`src/logic/bsp_pkg.sv`:
```
// constants, types and register map of the bus-shared parallel ports
// assumes one system clock; the caller includes nothing else
package bsp_pkg;
  // register map: address and space flag (0 standard, 1 extended)
  localparam logic [15:0] ADDR_P0L = 16'hff00;
  localparam logic [15:0] ADDR_P0H = 16'hff02;
  localparam logic [15:0] ADDR_PORT1_LO = 16'hff04;
  localparam logic [15:0] ADDR_PORT1_HI = 16'hff06;
  localparam logic [15:0] ADDR_BUSCFG = 16'hff0c;
  localparam logic [15:0] ADDR_PORT2 = 16'hffc0;
  localparam logic [15:0] ADDR_PORT2_DIR = 16'hffc2;
  localparam logic [15:0] ADDR_DP0L = 16'hf100;
  localparam logic [15:0] ADDR_DP0H = 16'hf102;
  localparam logic [15:0] ADDR_PORT1_LO_DIR = 16'hf104;
  localparam logic [15:0] ADDR_PORT1_HI_DIR = 16'hf106;
  localparam logic [15:0] ADDR_RCFG = 16'hf108;
  localparam logic [15:0] ADDR_PORT2_DRAIN = 16'hf1c2;
  localparam logic SP_STD = 1'b0;
  localparam logic SP_EXT = 1'b1;
  // reset values
  localparam logic [15:0] PORT2_RESET = 16'h0000;
  localparam logic [15:0] PORT2_DIR_RESET = 16'h0000;
  localparam logic [15:0] PORT2_DRAIN_RESET = 16'h0000;
  localparam logic [7:0] HALF_RESET = 8'h00;
  // bus configuration fields, loaded from the low port 0 straps
  localparam int CFG_MODE_LSB = 6;
  localparam int CFG_EN_BIT = 5;
  localparam logic [1:0] MODE_DEMUX8 = 2'b00;
  localparam logic [1:0] MODE_MUX8 = 2'b01;
  localparam logic [1:0] MODE_DEMUX16 = 2'b10;
  localparam logic [1:0] MODE_MUX16 = 2'b11;
  // last count of a four-cycle data phase; pins settle, then two sync
  // stages, before the sample
  localparam logic [1:0] DATA_WAIT = 2'd3;
  // last count of the eight-clock capture sampling period
  localparam logic [2:0] CAP_LAST = 3'd7;
  typedef enum {ST_IDLE, ST_ADDR, ST_DATA} bsp_state_t;
  typedef struct packed {
    logic wr;
    logic rd;
    logic ext;
    logic [15:0] addr;
    logic [15:0] wdata;
  } bsp_sfr_t;
  typedef struct packed {
    logic valid;
    logic write;
    logic word;
    logic [15:0] addr;
    logic [15:0] wdata;
  } bsp_xreq_t;
endpackage : bsp_pkg

```
`src/logic/bsp_ports.sv`:
```
// ports zero, one and two with external bus sharing and strap capture
// assumes the bus controller issues one access at a time on xreq,
// and the cpu reaches the registers over the sfr port below
`timescale 1ns/1ps
`default_nettype none
// How it works
// - port 0 halves written independently
// - port 1 halves written independently
// - half data registers hold bits 7-0
// - direction 0 input high-z, 1 output
// - port 2 per-line direction and open-drain
// - port 2 data resets to zero
// - external bus uses port 0 for data
// - byte demux bus leaves port 0 high free
// - port 0 pulled-up input during reset
// - reset loads bus config and strap byte each cycle
// - pull-ups off, chosen mode after reset
// - mux access: address, then high-z read
// - byte bus splits words low then high
// - writes drive data; demux only data
// - bus controller owns direction and latch
// - last software direction returns after bus
// - demux bus drives address on port 1
// - mux-only bus leaves port 1 free
// - port 1 top lines sampled every eight
// - capture stays active in address mode
module bsp_ports (
  input wire logic clk,
  input wire logic srst,
  input wire bsp_pkg::bsp_sfr_t sfr,
  output logic [15:0] sfr_rdata,
  input wire bsp_pkg::bsp_xreq_t xreq,
  output logic xready,
  output logic xack,
  output logic [15:0] xrdata,
  output logic ext_bus_en,
  input wire logic [15:0] p0_in,
  output logic [15:0] p0_out,
  output logic [15:0] p0_oe,
  output logic p0_pullup,
  input wire logic [15:0] p1_in,
  output logic [15:0] p1_out,
  output logic [15:0] p1_oe,
  input wire logic [15:0] p2_in,
  output logic [15:0] p2_out,
  output logic [15:0] p2_oe,
  output logic [3:0] cc2_capture
);
  import bsp_pkg::*;

  logic [15:0] p0_s, p1_s, p2_s;
  logic [7:0] p0l_data, p0h_data, p1l_data, p1h_data;
  logic [7:0] p0l_dir, p0h_dir, p1l_dir, p1h_dir;
  logic [15:0] p2_data, p2_dir, p2_drain;
  logic [15:0] bus_cfg;
  logic [7:0] rcfg;
  bsp_state_t state;
  logic [1:0] wait_cnt;
  logic byte_idx;
  bsp_xreq_t cur;
  logic [2:0] cap_div;
  logic [1:0] mode;
  logic own_p0h, own_p1, is_mux, is_8, bus_drv;
  logic [15:0] bus_val, lane_wdata;
  logic [15:0] next_p0_oe, next_p1_oe, next_p2_oe;

  bsp_sync #(.W(16)) u_s0 (.clk(clk), .d(p0_in), .q(p0_s));
  bsp_sync #(.W(16)) u_s1 (.clk(clk), .d(p1_in), .q(p1_s));
  bsp_sync #(.W(16)) u_s2 (.clk(clk), .d(p2_in), .q(p2_s));

  function automatic logic hit(input bsp_sfr_t r, input logic [15:0] a,
                               input logic sp);
    hit = (r.addr == a) && (r.ext == sp);
  endfunction : hit

  // an input line reads the pin, an output line its latch
  function automatic logic [15:0] half(input logic [7:0] lat,
                                       input logic [7:0] dir,
                                       input logic [7:0] pin);
    half = {8'h00, (dir & lat) | (~dir & pin)};
  endfunction : half

  function automatic logic wr(input bsp_sfr_t r, input logic [15:0] a,
                              input logic sp);
    wr = r.wr && hit(r, a, sp);
  endfunction : wr

  assign mode = bus_cfg[CFG_MODE_LSB +: 2];
  assign is_mux = mode[0];
  assign is_8 = (mode == MODE_DEMUX8) || (mode == MODE_MUX8);
  // byte demux bus leaves the high half to software
  assign own_p0h = ext_bus_en && (mode != MODE_DEMUX8);
  assign own_p1 = ext_bus_en && !is_mux;
  assign lane_wdata = is_8 ? {8'h00, byte_idx ? cur.wdata[15:8]
                                                : cur.wdata[7:0]}
                           : cur.wdata;

  always_comb begin
    bus_drv = 1'b0;
    bus_val = {p0h_data, p0l_data};
    case (state)
      ST_ADDR: begin
        bus_drv = 1'b1;
        bus_val = cur.addr;
      end
      ST_DATA: begin
        bus_drv = cur.write;
        bus_val = lane_wdata;
      end
      default: begin
        bus_drv = 1'b0;
      end
    endcase
  end

  // strap capture and configuration
  always_ff @(posedge clk) begin
    if (srst) begin
      bus_cfg <= {8'h00, p0_s[7:0]};
      rcfg <= p0_s[15:8];
      ext_bus_en <= 1'b0;
      p0_pullup <= 1'b1;
    end else begin
      p0_pullup <= 1'b0;
      ext_bus_en <= bus_cfg[CFG_EN_BIT];
      if (wr(sfr, ADDR_BUSCFG, SP_STD)) begin
        bus_cfg <= sfr.wdata;
      end
    end
  end

  // port 0 latches; the bus controller loads them while it owns the pins
  always_ff @(posedge clk) begin
    if (srst) begin
      p0l_data <= HALF_RESET;
      p0h_data <= HALF_RESET;
    end else if (ext_bus_en && bus_drv) begin
      p0l_data <= bus_val[7:0];
      if (own_p0h) begin
        p0h_data <= bus_val[15:8];
      end else if (wr(sfr, ADDR_P0H, SP_STD)) begin
        p0h_data <= sfr.wdata[7:0];
      end
    end else begin
      if (wr(sfr, ADDR_P0L, SP_STD)) begin
        p0l_data <= sfr.wdata[7:0];
      end
      if (wr(sfr, ADDR_P0H, SP_STD)) begin
        p0h_data <= sfr.wdata[7:0];
      end
    end
  end

  // port 1 latches carry the address in demultiplexed modes
  always_ff @(posedge clk) begin
    if (srst) begin
      p1l_data <= HALF_RESET;
      p1h_data <= HALF_RESET;
    end else if (own_p1) begin
      {p1h_data, p1l_data} <= cur.addr;
    end else begin
      if (wr(sfr, ADDR_PORT1_LO, SP_STD)) begin
        p1l_data <= sfr.wdata[7:0];
      end
      if (wr(sfr, ADDR_PORT1_HI, SP_STD)) begin
        p1h_data <= sfr.wdata[7:0];
      end
    end
  end

  // direction registers keep software values through bus mode
  always_ff @(posedge clk) begin
    if (srst) begin
      p0l_dir <= HALF_RESET;
      p0h_dir <= HALF_RESET;
      p1l_dir <= HALF_RESET;
      p1h_dir <= HALF_RESET;
    end else begin
      if (wr(sfr, ADDR_DP0L, SP_EXT)) p0l_dir <= sfr.wdata[7:0];
      if (wr(sfr, ADDR_DP0H, SP_EXT)) p0h_dir <= sfr.wdata[7:0];
      if (wr(sfr, ADDR_PORT1_LO_DIR, SP_EXT)) p1l_dir <= sfr.wdata[7:0];
      if (wr(sfr, ADDR_PORT1_HI_DIR, SP_EXT)) p1h_dir <= sfr.wdata[7:0];
    end
  end

  // port 2 registers
  always_ff @(posedge clk) begin
    if (srst) begin
      p2_data <= PORT2_RESET;
      p2_dir <= PORT2_DIR_RESET;
      p2_drain <= PORT2_DRAIN_RESET;
    end else begin
      if (wr(sfr, ADDR_PORT2, SP_STD)) p2_data <= sfr.wdata;
      if (wr(sfr, ADDR_PORT2_DIR, SP_STD)) p2_dir <= sfr.wdata;
      if (wr(sfr, ADDR_PORT2_DRAIN, SP_EXT)) p2_drain <= sfr.wdata;
    end
  end

  // pin drive: bus ownership overrides the direction registers
  always_comb begin
    next_p0_oe = {p0h_dir, p0l_dir};
    if (ext_bus_en) begin
      next_p0_oe[7:0] = {8{bus_drv}};
      if (own_p0h) next_p0_oe[15:8] = {8{bus_drv && !is_8}};
    end
    if (p0_pullup) next_p0_oe = 16'h0000;
    next_p1_oe = own_p1 ? 16'hffff : {p1h_dir, p1l_dir};
    // open drain lines release the pin instead of driving high
    next_p2_oe = p2_dir & ~(p2_drain & p2_data);
  end

  always_ff @(posedge clk) begin
    if (srst) begin
      p0_oe <= 16'h0000;
      p1_oe <= 16'h0000;
      p2_oe <= 16'h0000;
      p0_out <= 16'h0000;
      p1_out <= 16'h0000;
      p2_out <= 16'h0000;
    end else begin
      p0_oe <= next_p0_oe;
      p1_oe <= next_p1_oe;
      p2_oe <= next_p2_oe;
      // bus values go out with their enable, not one cycle behind it
      if (ext_bus_en && bus_drv) begin
        p0_out <= own_p0h ? bus_val : {p0h_data, bus_val[7:0]};
      end else begin
        p0_out <= {p0h_data, p0l_data};
      end
      p1_out <= own_p1 ? cur.addr : {p1h_data, p1l_data};
      p2_out <= p2_data & ~p2_drain;
    end
  end

  // register reads answer one cycle after the strobe
  always_ff @(posedge clk) begin
    if (srst) begin
      sfr_rdata <= 16'h0000;
    end else if (sfr.rd) begin
      if (hit(sfr, ADDR_P0L, SP_STD))
        sfr_rdata <= half(p0l_data, p0l_dir, p0_s[7:0]);
      else if (hit(sfr, ADDR_P0H, SP_STD))
        sfr_rdata <= half(p0h_data, p0h_dir, p0_s[15:8]);
      else if (hit(sfr, ADDR_PORT1_LO, SP_STD))
        sfr_rdata <= half(p1l_data, p1l_dir, p1_s[7:0]);
      else if (hit(sfr, ADDR_PORT1_HI, SP_STD))
        sfr_rdata <= half(p1h_data, p1h_dir, p1_s[15:8]);
      else if (hit(sfr, ADDR_DP0L, SP_EXT)) sfr_rdata <= {8'h00, p0l_dir};
      else if (hit(sfr, ADDR_DP0H, SP_EXT)) sfr_rdata <= {8'h00, p0h_dir};
      else if (hit(sfr, ADDR_PORT1_LO_DIR, SP_EXT))
        sfr_rdata <= {8'h00, p1l_dir};
      else if (hit(sfr, ADDR_PORT1_HI_DIR, SP_EXT))
        sfr_rdata <= {8'h00, p1h_dir};
      else if (hit(sfr, ADDR_PORT2, SP_STD))
        sfr_rdata <= (p2_dir & p2_data) | (~p2_dir & p2_s);
      else if (hit(sfr, ADDR_PORT2_DIR, SP_STD)) sfr_rdata <= p2_dir;
      else if (hit(sfr, ADDR_PORT2_DRAIN, SP_EXT)) sfr_rdata <= p2_drain;
      else if (hit(sfr, ADDR_BUSCFG, SP_STD)) sfr_rdata <= bus_cfg;
      else if (hit(sfr, ADDR_RCFG, SP_EXT)) sfr_rdata <= {8'h00, rcfg};
      else sfr_rdata <= 16'h0000;
    end else begin
      sfr_rdata <= 16'h0000;
    end
  end

  // external access sequencer
  always_ff @(posedge clk) begin
    if (srst) begin
      state <= ST_IDLE;
      wait_cnt <= 2'd0;
      byte_idx <= 1'b0;
      cur <= '0;
      xready <= 1'b0;
      xack <= 1'b0;
      xrdata <= 16'h0000;
    end else begin
      xack <= 1'b0;
      case (state)
        ST_IDLE: begin
          xready <= ext_bus_en;
          if (xreq.valid && xready) begin
            cur <= xreq;
            byte_idx <= 1'b0;
            wait_cnt <= 2'd0;
            xready <= 1'b0;
            state <= is_mux ? ST_ADDR : ST_DATA;
          end
        end
        ST_ADDR: begin
          state <= ST_DATA;
        end
        ST_DATA: begin
          if (wait_cnt == DATA_WAIT) begin
            if (!cur.write) begin
              if (!is_8) xrdata <= p0_s;
              else if (byte_idx) xrdata[15:8] <= p0_s[7:0];
              else xrdata <= {8'h00, p0_s[7:0]};
            end
            if (is_8 && cur.word && !byte_idx) begin
              byte_idx <= 1'b1;
              cur.addr <= cur.addr + 16'h0001;
              wait_cnt <= 2'd0;
              state <= is_mux ? ST_ADDR : ST_DATA;
            end else begin
              xack <= 1'b1;
              state <= ST_IDLE;
            end
          end else begin
            wait_cnt <= wait_cnt + 2'd1;
          end
        end
        default: begin
          state <= ST_IDLE;
        end
      endcase
    end
  end

  // capture lines see the pins, so address changes still capture
  always_ff @(posedge clk) begin
    if (srst) begin
      cap_div <= 3'd0;
      cc2_capture <= 4'h0;
    end else begin
      cap_div <= cap_div + 3'd1;
      if (cap_div == CAP_LAST) cc2_capture <= p1_s[15:12];
    end
  end

  property p_p0_split;
    @(posedge clk) disable iff (srst)
      (wr(sfr, ADDR_P0L, SP_STD) && !ext_bus_en) |=> $stable(p0h_data);
  endproperty
  a_p0_split: assert property (p_p0_split) else $error("p0 high changed");

  property p_p1_split;
    @(posedge clk) disable iff (srst)
      (wr(sfr, ADDR_PORT1_HI, SP_STD) && !own_p1) |=> $stable(p1l_data);
  endproperty
  a_p1_split: assert property (p_p1_split) else $error("p1 low changed");

  property p_resv;
    @(posedge clk) disable iff (srst)
      (sfr.rd && hit(sfr, ADDR_P0L, SP_STD)) |=> sfr_rdata[15:8] == 8'h00;
  endproperty
  a_resv: assert property (p_resv) else $error("reserved bits set");

  property p_dir;
    @(posedge clk) disable iff (srst)
      !own_p1 |=> p1_oe == $past({p1h_dir, p1l_dir});
  endproperty
  a_dir: assert property (p_dir) else $error("p1 oe not direction");

  property p_drain;
    @(posedge clk) disable iff (srst)
      1'b1 |=> (p2_oe & $past(p2_drain & p2_data)) == 16'h0000;
  endproperty
  a_drain: assert property (p_drain) else $error("drain drives high");

  property p_p2_rst;
    @(posedge clk) srst |=> p2_data == PORT2_RESET && p2_out == 16'h0000;
  endproperty
  a_p2_rst: assert property (p_p2_rst) else $error("p2 reset value");

  property p_strap;
    // the strap pins need reset held long enough to clear the sync
    @(posedge clk) srst && $past(srst, 3) |=> p0_pullup && p0_oe == 16'h0000
                            && rcfg == $past(p0_s[15:8]);
  endproperty
  a_strap: assert property (p_strap) else $error("strap phase wrong");

  property p_pull_off;
    @(posedge clk) disable iff (srst) !srst |=> !p0_pullup;
  endproperty
  a_pull_off: assert property (p_pull_off) else $error("pull-up on");

  property p_mux_addr;
    @(posedge clk) disable iff (srst)
      state == ST_ADDR |=> p0_out[7:0] == $past(cur.addr[7:0])
                           && p0_oe[7:0] == 8'hff;
  endproperty
  a_mux_addr: assert property (p_mux_addr) else $error("no address out");

  property p_read_hiz;
    @(posedge clk) disable iff (srst)
      (state == ST_DATA && !cur.write) |=> p0_oe[7:0] == 8'h00;
  endproperty
  a_read_hiz: assert property (p_read_hiz) else $error("read drives");

  property p_cap;
    @(posedge clk) disable iff (srst)
      cap_div != CAP_LAST |=> $stable(cc2_capture);
  endproperty
  a_cap: assert property (p_cap) else $error("capture off period");

  c_mux_read: cover property (@(posedge clk) disable iff (srst)
    xack && is_mux && !cur.write);
  c_demux_write: cover property (@(posedge clk) disable iff (srst)
    xack && !is_mux && cur.write);
  c_byte_word: cover property (@(posedge clk) disable iff (srst)
    xack && is_8 && cur.word);
endmodule : bsp_ports
`default_nettype wire

```
`src/logic/bsp_sync.sv`:
```
// two-stage synchroniser for asynchronous pin levels
// assumes nothing beyond the system clock
`timescale 1ns/1ps
`default_nettype none
module bsp_sync #(
  parameter int W = 16
) (
  input wire logic clk,
  input wire logic [W-1:0] d,
  output logic [W-1:0] q
);
  logic [W-1:0] meta;
  initial begin
    if (W < 1) $error("width must be positive");
  end
  // no reset: straps must pass through while reset is held
  always_ff @(posedge clk) begin
    meta <= d;
    q <= meta;
  end
endmodule : bsp_sync
`default_nettype wire

```
`config.mk`:
```
export PLATFORM = sky130hd
export DESIGN_NAME = bsp_ports
export DESIGN_NICKNAME = d
export VERILOG_FILES = /design/src/logic/bsp_pkg.sv /design/src/logic/bsp_ports.sv /design/src/logic/bsp_sync.sv
export SDC_FILE = /design/constraint.sdc
export NUM_CORES = 1
export LEC_CHECK = 0
export BUFFER_PORTS_ARGS = -buffer_cell sky130_fd_sc_hd__buf_2
export CAP_MARGIN = 0
export CORE_UTILIZATION = 48
export DETAILED_ROUTE_END_ITERATION = 10
export GPL_TIMING_DRIVEN = 1
export PLACE_DENSITY_LB_ADDON = 0.12
export SETUP_SLACK_MARGIN = 0.02
export SYNTH_ARGS = -nofsm -noshare
export SYNTH_HDL_FRONTEND = slang
export SYNTH_SLANG_ARGS = --single-unit
```
`constraint.sdc`:
```
create_clock -name clk -period 2.7 [get_ports clk]
set_input_delay 0.54 -clock clk [delete_from_list [all_inputs] [get_ports clk]]
set_output_delay 0.54 -clock clk [all_outputs]
set_load 0.05 [all_outputs]
```
==> flow_summary.ini, run 1 <==
[synth]
synth_nets = 1849
synth_common_cells = dfxtp_1 (394), nand2_1 (293), a21oi_1 (212)
syn_inst = 1721
synth_area_leaders = dfxtp_1 (50%), nand2_1 (7.0%), a21oi_1 (6.7%)
synth_area_per_cell_um2 = 9.15
seq_area_frac_synth_pct = 53.1
yosysMostFrequentCell = dfxtp_1
synth_top_area_cell = dfxtp_1
ys_types = 84
synth_top_area_share_pct = 50.1
ys_ff_latch = 410
synthArstFlopShare_pct = 0
synth_flop_cell = dfxtp_1
syn_area_mm2 = 0.0157
yosys_warnings = 0
synth_edf_count = 16

[cts]
cts_buffer_depth = 3
cts.hold.buffers_added = 0
post_cts_buffers = 0
clk_latency_ns = 0.56
tritoncts = built
clk_pin_slew_ns = 0.07
htree_levels = 2
cts_resized = 0
cts_made_buffers = 43
cts.sinks = 410
cts_root_buf = clkbuf_16

[sta]
fin_hold_ws_ns = 0.0729
setup_ws_ns = 0.400
slew_violations = 0
post-route-period-util_pct = 85.2
setup_viol = 0
max_slew_margin_pct = 36.8
setup_tns_ns = 0
rsz0062_at_grt = no
clock_skew_ns = 0.0134
fmax_mhz = 435
max_slew.worst_pin.slew_ns = 0.948
finalHoldViolations = 0
min_period_ns = 2.30

[min_path]
min_to = u_s2.meta[0]
min_path_type = in2reg
min_path_cells = 1
hp-start = p2_in[0]

[floorplan]
initial_utilization_pct = 49.4
die_x_um = 183
die_h_um = 183
dieArea_mm2 = 0.0335
coreArea_mm2 = 0.0319
io_pins = 256
rows = 65

[worst_setup_path]
setup.worst_path.end_class = flop
required_ns = 3.19
r2r-start = state[0]
worstPathCellList = inv_1 > ha_1 > buf_4 > and4bb_2 > o211a_1 > nand2_1 > mux2i_1 > nand2_1 > a31oi_1
critPathLaunchType = flop
r2r_end = cur[18]
max_stage_delay_ns = 0.56
arrival_ns = 2.79
rr_worst_depth = 9
cpMostUsedCell = nand2_1
ff2ff_setup_slack_ns = 0.40
cp-startpoint = state[0]
crit_slowest_cell = o211a_1
critPathMaxFanout = 18
worstSetupPathType = reg2reg

[final_layout]
multi_input_area_mm2 = 0.00683
seq_area_mm2 = 0.00837
antenna_cells = 0
final_nets = 2115
instances_no_fill = 2457
final_area_mm2 = 0.0193
drive_gt1_share_pct = 23.7
fillCellCount = 2878
syn2layout_area_growth_pct = 22.6

[global_routing]
grt_pass1_wl_um = 77300
grt_max_degree = 106
antenna_found_initial = 0
grt.total_usage_pct = 30.5
grt_overflow = 0
grt_pass1_vias = 12900

[drt]
firstDrtPassIters = 6
wirelength_um = 51600
routed_via_density = 5.58
wl_per_cell_um = 21.0
drc = 0
ant_nets = 0
vias = 13700
drt_iter0_markers = 1280

[place]
dpl_cell_area_mm2 = 0.0179
hpwlAfterDp_um = 37100
numPortBuffers = 255
dp.cells = 2377
dp_slack_ns = 0.116
place_congestion = 1.03

[power_and_ir_drop]
vdd_drop_max_v = 0.000634
p_leak_uw = 0.00763
power_density_mw_per_mm2 = 708

[job]
maxCapViolCount = 0

[status]
status = finished, final reports clean
## worst max-delay path, delay by kind of cell (launching register included)
| family | cells | cell delay (ns) |
|---|---|---|
| mux | 1 | 0.14 |
| simple gates | 3 | 0.48 |
| compound gates | 2 | 0.73 |
| buf+inv | 2 | 0.32 |
| fa+ha+maj | 1 | 0.22 |
| flops | 1 | 0.33 |
## worst max path at each step
| stage | endpoint | slack (ns) | depth (start not counted) |
|---|---|---|---|
| finish | cur[18] | 0.40 | 9 |
| global route | cur[18] | 0.16 | 9 |
| CTS | cur[18] | 0.42 | 9 |
| detailed placement | p0l_data[3] | 0.12 | 7 |
| global placement | p0l_data[3] | 0.15 | 7 |
| floorplan | bus_cfg[0] | 0.15 | 6 |
## area by class of cell
class	count	share of cell area (%)
clock buffer	58	6.29
sequential	410	43.4
timing repair buffer	339	10.6
tap	435	2.82
inverter	24	0.467
clock inverter	22	1.14
multi-input combinational	1169	35.4
## power by group
group	leakage, uW	internal, uW	total [uW]	switching (uW)
Sequential	0.00337	6260	6410	144
Combinational	0.00355	448	1340	894
Clock	0.000706	3410	5910	2510
## layer usage
| metal | GRT usage (%) | share of wire, % | vias up | routed length, um |
|---|---|---|---|---|
| met2 | 49.0 | 46 | 589 | 23700 |
| met1 | 40.5 | 43 | 6414 | 22400 |
| met5 | 0 | 0 | - | 0 |
| met3 | 4.55 | 6.1 | 125 | 3160 |
| li1 | - | - | 6585 | - |
| met4 | 13.8 | 4.3 | 0 | 2230 |
## through the flow
step | total power (uW) | util, %
floorplan | 7360 | -
global placement | 7840 | 56.0
detailed placement | 7860 | 56.0
CTS | 13700 | 60.5
global route | 14200 | 60.5
finish | 13700 | 60.5
## cell usage in the layout (no fill, tap or decap), drive strengths merged, types with 21 or more instances in the layout
master | netlist | layout
a31oi | 21 | 21
dfxtp | 394 | 394
nand2b | 23 | 23
nand3 | 62 | 62
inv | 24 | 29
mux2i | 53 | 53
mux2 | 48 | 48
o21ai | 26 | 26
buf | 31 | 338
a21oi | 213 | 213
nor2 | 143 | 143
nand2 | 294 | 294
a211oi | 31 | 31
nor3 | 34 | 34
clkbuf | 87 | 59
## sequential cells by signal, summed over array words and instances, names as in the netlist, 16 cells and up
| register | count |
|---|---|
| u_s1.q | 16 |
| p2_dir | 16 |
| xrdata | 16 |
| p1_oe | 16 |
| bus_cfg | 16 |
| u_s1.meta | 16 |
| u_s0.q | 16 |
| p0_out | 16 |
| u_s2.q | 16 |
| p2_drain | 16 |
| p2_out | 16 |
| cur | 34 |
| p0_oe | 16 |
| u_s0.meta | 16 |
| p1_out | 16 |
| p2_oe | 16 |
| p2_data | 16 |
| sfr_rdata | 16 |
| u_s2.meta | 16 |
## cell families (layout without fill, tap and decap cells)
kind of cell | count (synthesis) | in the layout | synth area share (%)
AO/OA/AOI/OAI | 404 | 404 | 16.0
flip-flops | 410 | 410 | 53.1
multiplexers | 101 | 101 | 6.99
XOR/XNOR | 2 | 2 | 0.111
buffers and inverters | 142 | 443 | 3.61
adder cells (fa/ha/maj) | 8 | 8 | 0.636
AND/OR/NAND/NOR | 654 | 654 | 19.5
Note: power is estimated with default switching activity, not from simulation.
==> run 2, diff against run 1 <==
- HOLD_SLACK_MARGIN: not set -> 0.15
==> run 2 against run 1 <==
Flip-flop and latch count stayed put. Critical endpoint unchanged. Worst hold slack better by 0.14 ns. Core utilization is 1.5 points higher. Highest routed layer unchanged. Cell count is 2.0% higher.
==> flow_summary.ini, run 2 (synthesized netlist as in run 1, its figures left out) <==
[final_layout]
antenna_cells = 0
largest-register = cur
final_nets = 2163
largest_reg_flops = 34
seq_area_mm2 = 0.00837
layout_commonest_cell = dfxtp_1
final_cell_mix = dfxtp_1 (394), nand2_1 (293), buf_2 (254)
syn2layout_area_growth_pct = 25.6
final_area_mm2 = 0.0198
multi_input_area_mm2 = 0.00683
drive_gt1_share_pct = 23.1
fillCellCount = 2817

[worst_setup_path]
critPathMaxFanout = 18
critPathLaunchType = flop
max_stage_delay_ns = 0.58
crit_slowest_cell = o211a_1
worstPathCellList = inv_1 > ha_1 > buf_4 > and4bb_2 > o211a_1 > nand2_1 > mux2i_1 > nand2_1 > a31oi_1
cpMostUsedCell = nand2_1
worstSetupPathType = reg2reg
setup.worst_path.end_class = flop
required_ns = 3.19
arrival_ns = 2.82

[drt]
ant_nets = 0
firstDrtPassIters = 6
drc = 0
wl_per_cell_um = 20.9
vias = 14000
drt_iter0_markers = 1228
wirelength_um = 52200
routed_via_density = 5.58

[cts]
clk_pin_slew_ns = 0.06
cts_root_buf = clkbuf_16
cts_resized = 0
htree_levels = 2
cts_buffer_depth = 3
clk_latency_ns = 0.57
tritoncts = built
cts_made_buffers = 43
cts.sinks = 410

[min_path]
min_path_type = in2reg

[sta]
rsz0062_at_grt = no
clock_skew_ns = 0.0144
min_period_ns = 2.33
setup_tns_ns = 0
max_slew.worst_pin.slew_ns = 0.954
slew_violations = 0
finalHoldViolations = 0
fmax_mhz = 429
fin_hold_ws_ns = 0.217
setup_viol = 0
max_slew_margin_pct = 36.4
post-route-period-util_pct = 86.4

[power_and_ir_drop]
vdd_drop_max_v = 0.000651
power_density_mw_per_mm2 = 694
p_leak_uw = 0.00783

[floorplan]
rows = 65
dieArea_mm2 = 0.0335
coreArea_mm2 = 0.0319
die_h_um = 183
die_x_um = 183
initial_utilization_pct = 49.4
io_pins = 256

[place]
numPortBuffers = 255
hpwlAfterDp_um = 37100
dpl_cell_area_mm2 = 0.0179
place_congestion = 1.03

[global_routing]
grt_pass1_wl_um = 78500
grt_max_degree = 106
grt.total_usage_pct = 30.9
grt_pass1_vias = 13200
grt_overflow = 0
antenna_found_initial = 0

[status]
status = finished, final reports clean

[job]
maxCapViolCount = 0
run 2: cell types whose count changed in the layout (fill, tap and decap cells not counted):
| cell | previous run | this run |
|---|---|---|
| dlygate4sd3_1 | 0 | 48 |
run 2: layer usage:
layer | vias to the layer above | global-route usage [%] | wire [um] | part of all wire (%)
li1 | 6677 | - | - | -
met1 | 6606 | 40.6 | 22500 | 43
met2 | 558 | 50.3 | 24400 | 47
met3 | 130 | 4.57 | 3000 | 5.7
met4 | 0 | 14.4 | 2310 | 4.4
met5 | - | 0 | 0 | 0
run 2: worst paths after layout:
path	from	endpoint	slack [ns]	cells after the start
setup reg to reg	state[0]	cur[18]	0.37	9
hold reg to reg	u_s2.meta[3]	u_s2.q[3]	0.32	0
setup / recovery	state[0]	cur[18]	0.37	9
hold / removal	xreq[5]	cur[5]	0.22	3
run 2: layout make-up:
type / instances / area share [%]
clock buffers: 58 / 6.13
clock inverters: 22 / 1.11
repair buffers: 387 / 12.7
flip-flops and latches: 410 / 42.3
well taps: 435 / 2.75
inverters: 24 / 0.455
multi-input cells: 1169 / 34.5
run 2: worst max-delay path, delay by kind of cell (launching register included):
| kind | cells | cell delay, ns |
|---|---|---|
| flops | 1 | 0.33 |
| compound gates | 2 | 0.74 |
| mux | 1 | 0.14 |
| buf+inv | 2 | 0.32 |
| simple gates | 3 | 0.50 |
| fa+ha+maj | 1 | 0.22 |
run 2: through the flow:
stage                     worst slack, ns  util [%]  std cells  power (uW)
after floorplan                     0.152         -       1721        7360
after CTS                           0.420      62.1       2505       13800
final                               0.367      62.1       2505       13700
after global placement              0.147      56.0       2377        7840
after global routing                0.161      62.1       2505       14200
after detailed placement            0.116      56.0       2377        7860
run 2: where the power goes:
part	internal [uW]	switching [uW]
clock	3410	2510
combinational	494	907
sequential	6260	144
run 2: repair_timing:
| item | CTS | global route |
|---|---|---|
| hold buffers | 48 | 0 |
| setup buffers | 0 | 0 |
| endpoints found under the hold margin | 48 | 0 |
==> run 3, diff against run 2 <==
- clock period: 2.7 -> 1.89 ns (I/O delays scaled with it)
==> run 3 against run 2 <==
Cell count grew 6.2%. Sequential power grew 43%. Critical path depth shrank 1. Power grew 47%. Setup slack lost 0.36 ns. Global-route usage grew 2.6 points. Via count grew 6.8%. First-iteration DRC count grew 11%. Clock-buffer cell count grew 1. Clock power grew 41%. Worst hold slack lost 0.053 ns. Wire length grew 9.1%. Largest cell class unchanged.
==> flow_summary.ini, run 3 (synthesized netlist as in run 1, its figures left out) <==
[global_routing]
grt_overflow = 0
grt.total_usage_pct = 33.5
grt_pass1_vias = 14500
grt_max_degree = 91
antenna_found_initial = 2
grt_pass1_wl_um = 84900

[drt]
wl_per_cell_um = 21.4
ant_nets = 0
vias = 14900
drt_iter0_markers = 1368
wirelength_um = 57000
routed_via_density = 5.61
drc = 0
firstDrtPassIters = 6

[final_layout]
largest_reg_flops = 34
largest-register = cur
final_nets = 2322
layout_commonest_cell = dfxtp_1
syn2layout_area_growth_pct = 37.2
final_cell_mix = dfxtp_1 (392), nand2_1 (288), buf_2 (254)
instances_no_fill = 2661
drive_gt1_share_pct = 29.4

[sta]
setup_ws_ns = 0.00711
setup_viol = 0
slew_violations = 0
max_slew_margin_pct = 60.3
fmax_mhz = 531
finalHoldViolations = 0
rsz0062_at_grt = yes
clock_skew_ns = 0.0149
max_slew.worst_pin.slew_ns = 0.595
post-route-period-util_pct = 99.6
min_period_ns = 1.88

[power_and_ir_drop]
power_density_mw_per_mm2 = 936
p_leak_uw = 0.00879
vdd_drop_max_v = 0.000815

[place]
numPortBuffers = 255
hpwlAfterDp_um = 41000
place_congestion = 0.970
dp.cells = 2494
dp_slack_ns = -0.571

[worst_setup_path]
r2r-start = bus_cfg[7]
setup.worst_path.end_class = flop
critPathLaunchType = flop
cp-startpoint = bus_cfg[7]
worstSetupPathType = reg2reg
setup.worst_path.end = cur[28]
arrival_ns = 2.29
ff2ff_setup_slack_ns = 0.007
r2r_end = cur[28]
critPathMaxFanout = 5
required_ns = 2.30
rr_worst_depth = 8

[cts]
cts.sinks = 410
cts_root_buf = clkbuf_16
cts_made_buffers = 42
clk_pin_slew_ns = 0.06
cts_buffer_depth = 3
tritoncts = built
htree_levels = 2
clk_latency_ns = 0.55

[floorplan]
rows = 65
die_h_um = 183
initial_utilization_pct = 49.4
io_pins = 256
die_x_um = 183
coreArea_mm2 = 0.0319
dieArea_mm2 = 0.0335

[min_path]
min_path_type = in2reg

[job]
maxCapViolCount = 0

[status]
status = finished, final reports clean
==> run 3: changes by cell type in the layout (fill, tap and decap cells not counted), sizes merged <==
cell         delta
buf           +124
clkbuf          +2
clkinv          -4
clkinvlp        -2
diode           +1
dlygate4sd3    +35
==> run 3: metrics by stage <==
stage | util [%] | area, um^2 | power (uW) | setup TNS [ns] | hold slack (ns)
after floorplan | - | 16000 | 10600 | -12.16 | 0.310
after global placement | 59.7 | 19000 | 11500 | -45.12 | 0.310
after detailed placement | 59.7 | 19000 | 11600 | -46.61 | 0.312
after CTS | 67.1 | 21400 | 20100 | 0 | 0.157
after global routing | 67.8 | 21600 | 20900 | -0.159 | 0.167
final | 67.8 | 21600 | 20200 | 0 | 0.164
==> run 3: worst min-delay path by stage <==
| stage | cells past startpoint | start | to | slack, ns |
|---|---|---|---|---|
| finish | 3 | xreq[29] | cur[29] | 0.16 |
| global route | 3 | xreq[29] | cur[29] | 0.17 |
| CTS | 3 | xreq[22] | cur[22] | 0.16 |
| detailed placement | 0 | u_s0.meta[12] | u_s0.q[12] | 0.31 |
| global placement | 0 | u_s2.meta[1] | u_s2.q[1] | 0.31 |
| floorplan | 0 | u_s0.meta[0] | u_s0.q[0] | 0.31 |
==> run 3: power by group <==
group	switching [uW]	internal [uW]	total (uW)
clock network	3490	4880	8370
registers	193	8950	9150
logic	1560	1150	2710
total	5250	15000	20200
==> run 3: final cells by class <==
class	instances	area, um^2
sequential	410	8370
multi-input combinational	1169	7210
antenna	1	2.50
fill	2596	10300
clock inverter	16	155
timing repair buffer	547	3990
clock buffer	59	1240
inverter	24	92.6
tap	435	544
==> run 3: layer usage <==
layer  part of all wire, %  up-vias  GRT usage, %  routed length, um
met5                 0.014        -             0                  8
li1                      -     7001             -                  -
met2                    47      653          55.5              26700
met1                    42     7142          43.5              24000
met4                   3.3        2          11.8               1850
met3                   7.8      123          6.71               4430
==> run 3: critical path, stage by stage (launching register included) <==
cell and delay, ns:
edfxtp_1 0.44, buf_4 0.17, and4bb_2 0.30, o211ai_1 0.11
buf_4 0.17, buf_2 0.16, buf_4 0.15, a221oi_2 0.17
nor3_1 0.08
==> run 3: what timing repair did <==
action	4_1_cts	5_1_grt
pin swaps	4	15
hold endpoints to repair	107	0
buffers inserted	4	3
endpoints found under the setup margin	36	80
gates cloned	1	1
hold buffers	83	0
gates resized for setup	18	50
